## config.mk

```make
export PLATFORM = sky130hd
export DESIGN_NAME = gcio_core
export DESIGN_NICKNAME = d
export VERILOG_FILES = /design/src/design/gcio_pkg.sv /design/src/design/gcio_pad_if.sv /design/src/design/gcio_pad_drive.sv /design/src/design/gcio_core.sv
export VERILOG_INCLUDE_DIRS = /design/src /design/src/design
export SDC_FILE = /design/constraint.sdc
export NUM_CORES = 1
export LEC_CHECK = 0
export ABC_AREA = 1
export BUFFER_PORTS_ARGS = -buffer_cell sky130_fd_sc_hd__buf_4
export CORE_UTILIZATION = 35
export CTS_CLUSTER_DIAMETER = 200
export DETAILED_ROUTE_END_ITERATION = 10
export PLACE_DENSITY = 0.51
export SLEW_MARGIN = 30
export SYNTH_ARGS = -nofsm -noshare
export SYNTH_HDL_FRONTEND = slang
export SYNTH_SLANG_ARGS = --single-unit
```

## constraint.sdc

```tcl
create_clock -name clk_sys_in -period 11 [get_ports clk_sys_in]
set_clock_uncertainty 0.05 [all_clocks]
set_input_delay 2.2 -clock clk_sys_in [delete_from_list [all_inputs] [get_ports clk_sys_in]]
set_output_delay 2.2 -clock clk_sys_in [all_outputs]
set_load 0.02 [all_outputs]
```

## src/design/gcio_map.svh

```systemverilog
// Purpose: register offsets, field layout and reset values of the pin change and drive block
// Assumes: word-aligned byte offsets on a 32-bit register port
// Notes: the disable offset comes from the register map next to the enable register
`ifndef GCIO_MAP_SVH
`define GCIO_MAP_SVH

`define GCIO_ADDR_W 8
`define GCIO_PINS 32
`define GCIO_OFS_IRQ_ENABLE 8'h40
`define GCIO_OFS_IRQ_DISABLE 8'h44
`define GCIO_OFS_IRQ_MASK_STATUS 8'h48
`define GCIO_OFS_PIN_CHANGE_STATUS 8'h4c
`define GCIO_OFS_OPEN_DRAIN_SET 8'h50
`define GCIO_OFS_OPEN_DRAIN_CLEAR 8'h54
`define GCIO_OFS_OPEN_DRAIN_STATUS 8'h58
`define GCIO_RST_MASK 32'h00000000
`define GCIO_RST_CHANGE 32'h00000000
`define GCIO_RST_OPEN_DRAIN 32'h00000000
`define GCIO_RD_UNMAPPED 32'h00000000

`endif

```

## src/design/gcio_pkg.sv

```systemverilog
// Purpose: shared types of the pin change and drive block
// Assumes: gcio_map.svh holds every number
// Notes: types only
`include "gcio_map.svh"
package gcio_pkg;
	typedef logic [`GCIO_PINS-1:0] gcio_word_t;
	typedef logic [`GCIO_ADDR_W-1:0] gcio_addr_t;
endpackage

```

## src/design/gcio_pad_if.sv

```systemverilog
// Purpose: carries the per-pin drive request from the core to the pad stage
// Assumes: one clock domain
// Notes: the pad stage answers with drive and enable
`timescale 1ns/100ps
interface gcio_pad_if;
	gcio_pkg::gcio_word_t out_value;
	gcio_pkg::gcio_word_t out_enable;
	gcio_pkg::gcio_word_t open_drain;
	gcio_pkg::gcio_word_t pad_drive;
	gcio_pkg::gcio_word_t pad_oe;
	modport core (output out_value, output out_enable, output open_drain,
		input pad_drive, input pad_oe);
	modport pad (input out_value, input out_enable, input open_drain,
		output pad_drive, output pad_oe);
endinterface

```

## src/design/gcio_pad_drive.sv

```systemverilog
// Purpose: per-pin output stage, push-pull or open drain
// Assumes: only the open-drain input is registered in the core; value and enable come straight from its ports
// Notes: combinational; the core registers the pin outputs
`timescale 1ns/100ps
`include "gcio_map.svh"
module gcio_pad_drive (
	gcio_pad_if.pad pad
);
	genvar i;
	// ------------------------------------------------------------
	// Per-pin driver
	// ------------------------------------------------------------
	generate
		for (i = 0; i < `GCIO_PINS; i++) begin : g_pin
			// Open drain only pulls low, releasing the line for a high
			assign pad.pad_drive[i] = pad.open_drain[i] ? 1'b0 : pad.out_value[i];
			assign pad.pad_oe[i] = pad.out_enable[i] &
				(~pad.open_drain[i] | ~pad.out_value[i]);
		end
	endgenerate
endmodule

```

## src/design/gcio_core.sv

```systemverilog
// Purpose: pin change detection, change interrupt and open-drain drive selection
// Assumes: 20 MHz clk_sys_in, async active-high rst_in, simple strobe register port
// Notes: pin inputs are asynchronous and pass two flip-flops before edge detection
`timescale 1ns/100ps
`include "gcio_map.svh"
module gcio_core (
	input wire logic clk_sys_in,
	input wire logic rst_in,
	input wire logic [`GCIO_ADDR_W-1:0] reg_addr_in,
	input wire logic [31:0] reg_wdata_in,
	input wire logic reg_write_in,
	input wire logic reg_read_in,
	output logic [31:0] reg_rdata_out,
	input wire logic [`GCIO_PINS-1:0] pin_in,
	input wire logic [`GCIO_PINS-1:0] out_value_in,
	input wire logic [`GCIO_PINS-1:0] out_enable_in,
	output logic [`GCIO_PINS-1:0] pin_out,
	output logic [`GCIO_PINS-1:0] pin_oe_out,
	output logic irq_out
);
	// ------------------------------------------------------------
	// State
	// ------------------------------------------------------------
	gcio_pkg::gcio_word_t pin_meta;
	gcio_pkg::gcio_word_t pin_sync;
	gcio_pkg::gcio_word_t pin_prev;
	gcio_pkg::gcio_word_t irq_mask_status;
	gcio_pkg::gcio_word_t pin_change_status;
	gcio_pkg::gcio_word_t open_drain_status;
	gcio_pkg::gcio_word_t pin_edge;
	gcio_pkg::gcio_word_t next_change;
	logic prev_valid;
	logic [1:0] sync_fill;
	gcio_pad_if pad_bus();

	// Decode a write to one offset
	function automatic logic wr_hit(input logic we, input gcio_pkg::gcio_addr_t a,
		input gcio_pkg::gcio_addr_t ofs);
		wr_hit = we && (a == ofs);
	endfunction

	// ------------------------------------------------------------
	// Pin synchroniser and edge detection
	// ------------------------------------------------------------
	// Two stages before anything looks at the pins; metastability hazard
	always_ff @(posedge clk_sys_in or posedge rst_in) begin
		if (rst_in) begin
			pin_meta <= '0;
			pin_sync <= '0;
		end else begin
			pin_meta <= pin_in;
			pin_sync <= pin_meta;
		end
	end

	// Previous sample; compare only once both sync stages hold real pin levels,
	// otherwise the reset zeros against pulled-up pins look like an edge
	always_ff @(posedge clk_sys_in or posedge rst_in) begin
		if (rst_in) begin
			pin_prev <= '0;
			sync_fill <= 2'h0;
			prev_valid <= 1'b0;
		end else begin
			pin_prev <= pin_sync;
			sync_fill <= {sync_fill[0], 1'b1};
			prev_valid <= sync_fill[1];
		end
	end

	// Both edges count, whatever the pin direction or enable state
	assign pin_edge = prev_valid ? (pin_sync ^ pin_prev) : '0;

	// ------------------------------------------------------------
	// Change status: sticky, cleared by a read, set wins
	// ------------------------------------------------------------
	always_comb begin
		next_change = pin_change_status;
		if (reg_read_in && reg_addr_in == `GCIO_OFS_PIN_CHANGE_STATUS) begin
			next_change = '0;
		end
		next_change = next_change | pin_edge;
	end

	always_ff @(posedge clk_sys_in or posedge rst_in) begin
		if (rst_in) begin
			pin_change_status <= `GCIO_RST_CHANGE;
		end else begin
			pin_change_status <= next_change;
		end
	end

	// ------------------------------------------------------------
	// Interrupt enables
	// ------------------------------------------------------------
	// Enable and disable are never in one cycle; strobes are exclusive
	always_ff @(posedge clk_sys_in or posedge rst_in) begin
		if (rst_in) begin
			irq_mask_status <= `GCIO_RST_MASK;
		end else if (wr_hit(reg_write_in, reg_addr_in, `GCIO_OFS_IRQ_ENABLE)) begin
			irq_mask_status <= irq_mask_status | reg_wdata_in;
		end else if (wr_hit(reg_write_in, reg_addr_in, `GCIO_OFS_IRQ_DISABLE)) begin
			irq_mask_status <= irq_mask_status & ~reg_wdata_in;
		end
	end

	// Level request; read of status drops it one cycle later
	always_ff @(posedge clk_sys_in or posedge rst_in) begin
		if (rst_in) begin
			irq_out <= 1'b0;
		end else begin
			irq_out <= |(next_change & irq_mask_status);
		end
	end

	// ------------------------------------------------------------
	// Open-drain configuration
	// ------------------------------------------------------------
	always_ff @(posedge clk_sys_in or posedge rst_in) begin
		if (rst_in) begin
			open_drain_status <= `GCIO_RST_OPEN_DRAIN;
		end else if (wr_hit(reg_write_in, reg_addr_in, `GCIO_OFS_OPEN_DRAIN_SET)) begin
			open_drain_status <= open_drain_status | reg_wdata_in;
		end else if (wr_hit(reg_write_in, reg_addr_in, `GCIO_OFS_OPEN_DRAIN_CLEAR)) begin
			open_drain_status <= open_drain_status & ~reg_wdata_in;
		end
	end

	// ------------------------------------------------------------
	// Pad stage
	// ------------------------------------------------------------
	assign pad_bus.out_value = out_value_in;
	assign pad_bus.out_enable = out_enable_in;
	assign pad_bus.open_drain = open_drain_status;

	gcio_pad_drive u_pad (
		.pad(pad_bus.pad)
	);

	// Registered so the pins never glitch with the config write
	always_ff @(posedge clk_sys_in or posedge rst_in) begin
		if (rst_in) begin
			pin_out <= '0;
			pin_oe_out <= '0;
		end else begin
			pin_out <= pad_bus.pad_drive;
			pin_oe_out <= pad_bus.pad_oe;
		end
	end

	// ------------------------------------------------------------
	// Register read port
	// ------------------------------------------------------------
	// Data stands only in the cycle after the strobe
	always_ff @(posedge clk_sys_in or posedge rst_in) begin
		if (rst_in) begin
			reg_rdata_out <= '0;
		end else if (!reg_read_in) begin
			reg_rdata_out <= '0;
		end else begin
			case (reg_addr_in)
				`GCIO_OFS_IRQ_MASK_STATUS: begin
					reg_rdata_out <= irq_mask_status;
				end
				`GCIO_OFS_PIN_CHANGE_STATUS: begin
					reg_rdata_out <= pin_change_status | pin_edge;
				end
				`GCIO_OFS_OPEN_DRAIN_STATUS: begin
					reg_rdata_out <= open_drain_status;
				end
				default: begin
					reg_rdata_out <= `GCIO_RD_UNMAPPED;
				end
			endcase
		end
	end
endmodule

```

# Yosys cells after proc, flatten, opt, wreduce, memory -nomap -nowiden
# Cells that the tools add are included.
[classes]
eq_ne = 7
mux = 40
bitwise = 137
n_reduce_logical = 8
[ops]
columns = ["cell", "count"]
rows = [
  ["$mux 32", 7],
  ["$or 32x32->32", 4],
  ["$and 32x32->32", 3],
  ["$pmux 32 s3", 1],
  ["$not 1->1", 64],
  ["$eq 8x7->1 const B", 7],
  ["$and 1x1->1", 32],
  ["$mux 1", 32],
  ["$not 32->32", 1],
  ["$or 1x1->1", 32],
  ["$reduce_or 32->1", 1],
  ["$xor 32x32->32", 1],
  ["$logic_and 1x1->1", 5],
  ["$reduce_bool 2->1", 2],
]
[word_totals]
regBits = 292
in_bits = 140
out_inout_bits = 97
word_cells = 204

# Logic depth before layout (Yosys ltp)
[logic_depth]
ltp_word = 6
depth_mapped = 12

# Modules after synthesis
# A second synthesis with hierarchy kept.
[unflattened]
cells_unflattened = 1125
hier_area_um2 = 11004.3
[modules_own_cells]
columns = ["mod", "instances", "cells_per_inst", "area_per_inst_um2", "seq_area_each_um2"]
rows = [
  ["gcio_core", 1, 997, 10483.8, 7307.0],
  ["gcio_pad_drive", 1, 128, 520.5, 0.0],
]

# Worst setup path after synthesis
# Ideal clock, no wire load.
[synth_path]
path_kind = "in2reg"
start = "in reg_addr_in[1]"
end = "reg irq_out"
setup_time_ns = 0.119
t_arrival_ns = 3.203
t_required_ns = 10.831
setup_slack_ns = 7.628
cell_stages = 11
path_cell_list = "nor2_2 > nand2_2 > nor2_8 > buf_6 > nand3_1 > nand3_1 > nand2_1 > nor2_1 > nand2_1 > nor2_1 > nand2_1"
[synth_via]
elab_chain_cells = 6
[synth_lines]
columns = ["element", "line_no", "text"]
rows = [
  ["start: declaration", "gcio_core.sv:9", "input wire logic [`GCIO_ADDR_W-1:0] reg_addr_in,"],
  ["$eq 8x7->1", "-", ""],
  ["$logic_and 1x1->1 (no line)", "-", ""],
  ["$mux 32", "gcio_core.sv:78", "if (reg_read_in && reg_addr_in == `GCIO_OFS_PIN_CHANGE_STATUS) begin"],
  ["$or 32x32->32", "gcio_core.sv:81", "next_change = next_change | pin_edge;"],
  ["$and 32x32->32", "gcio_core.sv:111", "irq_out <= |(next_change & irq_mask_status);"],
  ["$reduce_or 32->1", "gcio_core.sv:111", ""],
  ["end signal: assignment", "gcio_core.sv:111", ""],
  ["end: declaration", "gcio_core.sv:19", "output logic irq_out"],
]
# No other way between the ends.
# A chain may end at the register's enable or synchronous reset.

==> run_results.csv <==
group,metric,value,unit
run_status,run_status,"complete, no violations",
floorplan,die_outline_area,32010,µm²
global_route,grt_max_degree,101,
global_route,grt_use_total,0.1721,
placement,pre_cts_slack,6.569,ns
worst_setup_path,cp_data_required_time,11.57,ns
worst_setup_path,slowest_cell_delay_on_critical_path,0.70,ns
placement,post-place-cells,1696,
clock_tree,cts_max_path_buffers,3,
final_layout,drive_above_1_share,0.2507,
power_and_ir_drop,power.density,166.3,nW/µm²
floorplan,floorplan.io_pins,237,
final_layout,antenna-diode-count,0,
clock_tree,post_cts.repair.setup_buffers,0,
timing,timing.final.crit_share,0.3398,
clock_tree,clk_pin_slew_worst_setup_hold_paths,0.06,ns
clock_tree,hold_buffer_count_at_cts,0,
drt,dr.pass1.iters,4,
power_and_ir_drop,leakage,7.318,nW
timing,slew_at_the_pin_with_the_worst_max_slew_slack,0.8133,ns
synthesis,post_synth_inst_count,1094,
power_and_ir_drop,ir_drop,0.0001137,V
drt,route.met2.wl,11640,µm
global_route,grt_antenna_before_repair,0,
synthesis,avgSynthCellArea,10.01,µm²
placement,post_dp_cell_area,13120,µm²
worst_setup_path,critPathMostFrequentCell,"sky130_fd_sc_hd__buf_4",
placement,gpl.final_weighted_congestion,0.7584,
timing,fmaxAchievable,0.2676,GHz
worst_setup_path,start_kind,"input port",
job,maxCapViolations,0,
worst_setup_path,worstPathCellList,"buf_4, inv_8, buf_6, buf_4",
final_layout,final_util,0.4613,
clock_tree,cts.repair.resized,0,
clock_tree,cts.sinks,292,
clock_tree,clk_root_buffer_cell,"sky130_fd_sc_hd__clkbuf_16",
floorplan,die-width,178.9,µm
worst_setup_path,cp-end-kind,"asynchronous set/reset pin",
drt,total_length_of_routed_met3_wires,1556,µm
floorplan,floorplan.rows,64,
synthesis,synth.area.top_cells,"sky130_fd_sc_hd__dfrtp_1 (67%), sky130_fd_sc_hd__nand2_1 (7.6%), sky130_fd_sc_hd__nand3_1 (5.9%)",
worst_setup_path,crit_slowest_cell,"sky130_fd_sc_hd__buf_4",
synthesis,postSynthRegisterBits,292,
synthesis,ys.warnings.count,0,
clock_tree,cts-buffers-inserted,31,
timing,max_slew_margin,0.4578,
final_layout,nets,1473,
worst_setup_path,setup.worst_path.class,"input port to asynchronous set/reset pin",
global_route,first_pass_grt_wire_length,42770,µm
placement,placement.io_buffers,236,
final_layout,layoutNonFillerInstCount,1752,
drt,met1_length,13700,µm
drt,drc_violation_count_after_routing,0,
drt,final_antenna_net_count,0,
worst_setup_path,arrival,4.31,ns
synthesis,ys_seq_area_frac,0.6670,
synthesis,yosys.area.top_type,"sky130_fd_sc_hd__dfrtp_1",
drt,drtIter0Drc,429,
drt,routed_via_density,4.521,
timing,fin_setup_tns,0,ns
clock_tree,clk-insertion-delay-late,0.56,ns
floorplan,floorplan.core_area,30670,µm²
hold_path,timing.hold.worst.class,"flop to flop",
placement,detailed_place_hpwl,18880,µm
timing,timing.final.ws_setup,7.263,ns
worst_setup_path,ff2ff_path_depth,8,
floorplan,floorplan.initialDensity,0.3572,
timing,rsz0062_at_grt,"false",
synthesis,synth_top_area_frac,0.6670,
drt,route.vias.total,7921,
global_route,first_global_vias,7574,
timing,period_needed,3.737,ns
clock_tree,cts.htree.levels,1,
global_route,gr-total-overflow,0,
timing,final-hold-violation-count,0,
synthesis,synth_cell_type_count,21,
final_layout,area_growth,29.16,%
final_layout,final_cell_area,14150,µm²
timing,setup_viol,0,
drt,finalWirelength,27340,µm
synthesis,synth_nets,1234,
synthesis,post_syn_area,10950,µm²
drt,post_drt_wl_per_cell,15.61,µm
floorplan,die_h,178.9,µm
timing,report.final.slew_viol_count,0,
worst_setup_path,worst-path-max-fanout,100,
clock_tree,tritoncts,"built",
hold_path,whs_path_depth,0,
drt,top_routing_layer_used,"met4",
## worst paths after layout
kind,from,endpoint,slack [ns]
worst max-delay path,rst_in,pin_oe_out[4],7.26
worst min-delay path,pin_meta[14],pin_sync[14],0.30
worst max register to register,prev_valid,irq_out,9.25
worst min register to register,pin_meta[14],pin_sync[14],0.30
max in group clk_sys_in,reg_addr_in[1],irq_out,7.33
min in group asynchronous,rst_in,pin_sync[24],1.73
## cell families (layout without fill, tap and decap cells)
logic type / after synthesis / count (layout) / share of synthesized area
AOI/OAI and AO/OA: 192 / 192 / 0.09503
xor gates and xnor gates: 1 / 1 / 0.0007997
buffers and inverters: 176 / 438 / 0.06385
DFF: 292 / 292 / 0.6670
other: 1 / 1 / 0.0003423
and+or+nand+nor: 432 / 432 / 0.1729
## worst max-delay path: cells and delay by family
family | cells | cell delay, ns
buffers and inverters | 4 | 1.92
## where the power goes
part	internal (mW)	leakage (nW)	switching, mW
Sequential	1.12	3.52	0.0272
Clock	0.621	0.516	0.418
Combinational	0.0743	3.28	0.0955
## placed cells by master, fill, tap and decap left out
cell                           n
sky130_fd_sc_hd__dfrtp_2       1
sky130_fd_sc_hd__o21ai_0     102
sky130_fd_sc_hd__nand2_1     220
sky130_fd_sc_hd__nand2_2       3
sky130_fd_sc_hd__nor3b_4       1
sky130_fd_sc_hd__clkbuf_16    31
sky130_fd_sc_hd__nor2_2        2
sky130_fd_sc_hd__dfrtp_1     291
sky130_fd_sc_hd__buf_4       242
sky130_fd_sc_hd__inv_8         1
sky130_fd_sc_hd__nor2_1       45
sky130_fd_sc_hd__or2_2        30
sky130_fd_sc_hd__nor3_1        1
sky130_fd_sc_hd__buf_6         1
sky130_fd_sc_hd__clkinv_2      8
sky130_fd_sc_hd__inv_2         6
sky130_fd_sc_hd__xor2_1        1
sky130_fd_sc_hd__clkbuf_1      4
sky130_fd_sc_hd__bufinv_16     2
sky130_fd_sc_hd__inv_6         1
sky130_fd_sc_hd__a21boi_0     32
sky130_fd_sc_hd__nand3_1     129
sky130_fd_sc_hd__clkinvlp_4    1
sky130_fd_sc_hd__o21ai_1      58
sky130_fd_sc_hd__conb_1        1
sky130_fd_sc_hd__clkbuf_8      9
sky130_fd_sc_hd__inv_1       132
sky130_fd_sc_hd__nor2_8        1
## stage by stage
stage / power [mW] / hold slack [ns]
final: 2.354 / 0.2961
after global routing: 2.457 / 0.3002
after CTS: 2.390 / 0.2973
after detailed placement: 1.339 / 0.2846
after global placement: 1.336 / 0.2829
after floorplan: 1.244 / 0.2812
## cells in the mapped netlist
library cell	n
sky130_fd_sc_hd__o21ai_1	58
sky130_fd_sc_hd__nor2_8	1
sky130_fd_sc_hd__nor3_1	1
sky130_fd_sc_hd__xor2_1	1
sky130_fd_sc_hd__o21ai_0	102
sky130_fd_sc_hd__nand2_1	221
sky130_fd_sc_hd__clkbuf_1	18
sky130_fd_sc_hd__a21boi_0	32
sky130_fd_sc_hd__inv_2	6
sky130_fd_sc_hd__nand2_2	2
sky130_fd_sc_hd__inv_1	133
sky130_fd_sc_hd__buf_6	3
sky130_fd_sc_hd__nor2_1	45
sky130_fd_sc_hd__nor3b_2	1
sky130_fd_sc_hd__nand3_1	129
sky130_fd_sc_hd__buf_2	13
sky130_fd_sc_hd__buf_1	3
sky130_fd_sc_hd__or2_2	30
sky130_fd_sc_hd__conb_1	1
sky130_fd_sc_hd__nor2_2	2
sky130_fd_sc_hd__dfrtp_1	292
## layer usage
layer | vias to the layer above | GRT usage
li1 | 3962 | -
met1 | 3712 | 0.2656
met2 | 210 | 0.2508
met3 | 37 | 0.02672
met4 | 0 | 0.03990
met5 | - | 0
## cell type report
| cell class | instances | area, µm² |
|---|---|---|
| Fill cell | 2934 | 16520 |
| Sequential cell | 292 | 7308 |
| Multi-Input combinational cell | 626 | 2957 |
| Timing Repair Buffer | 243 | 1828 |
| Clock buffer | 44 | 914.6 |
| Inverter | 139 | 529.3 |
| Tap cell | 396 | 495.5 |
| Clock inverter | 12 | 116.4 |
Power figures use the tool's default switching activity.
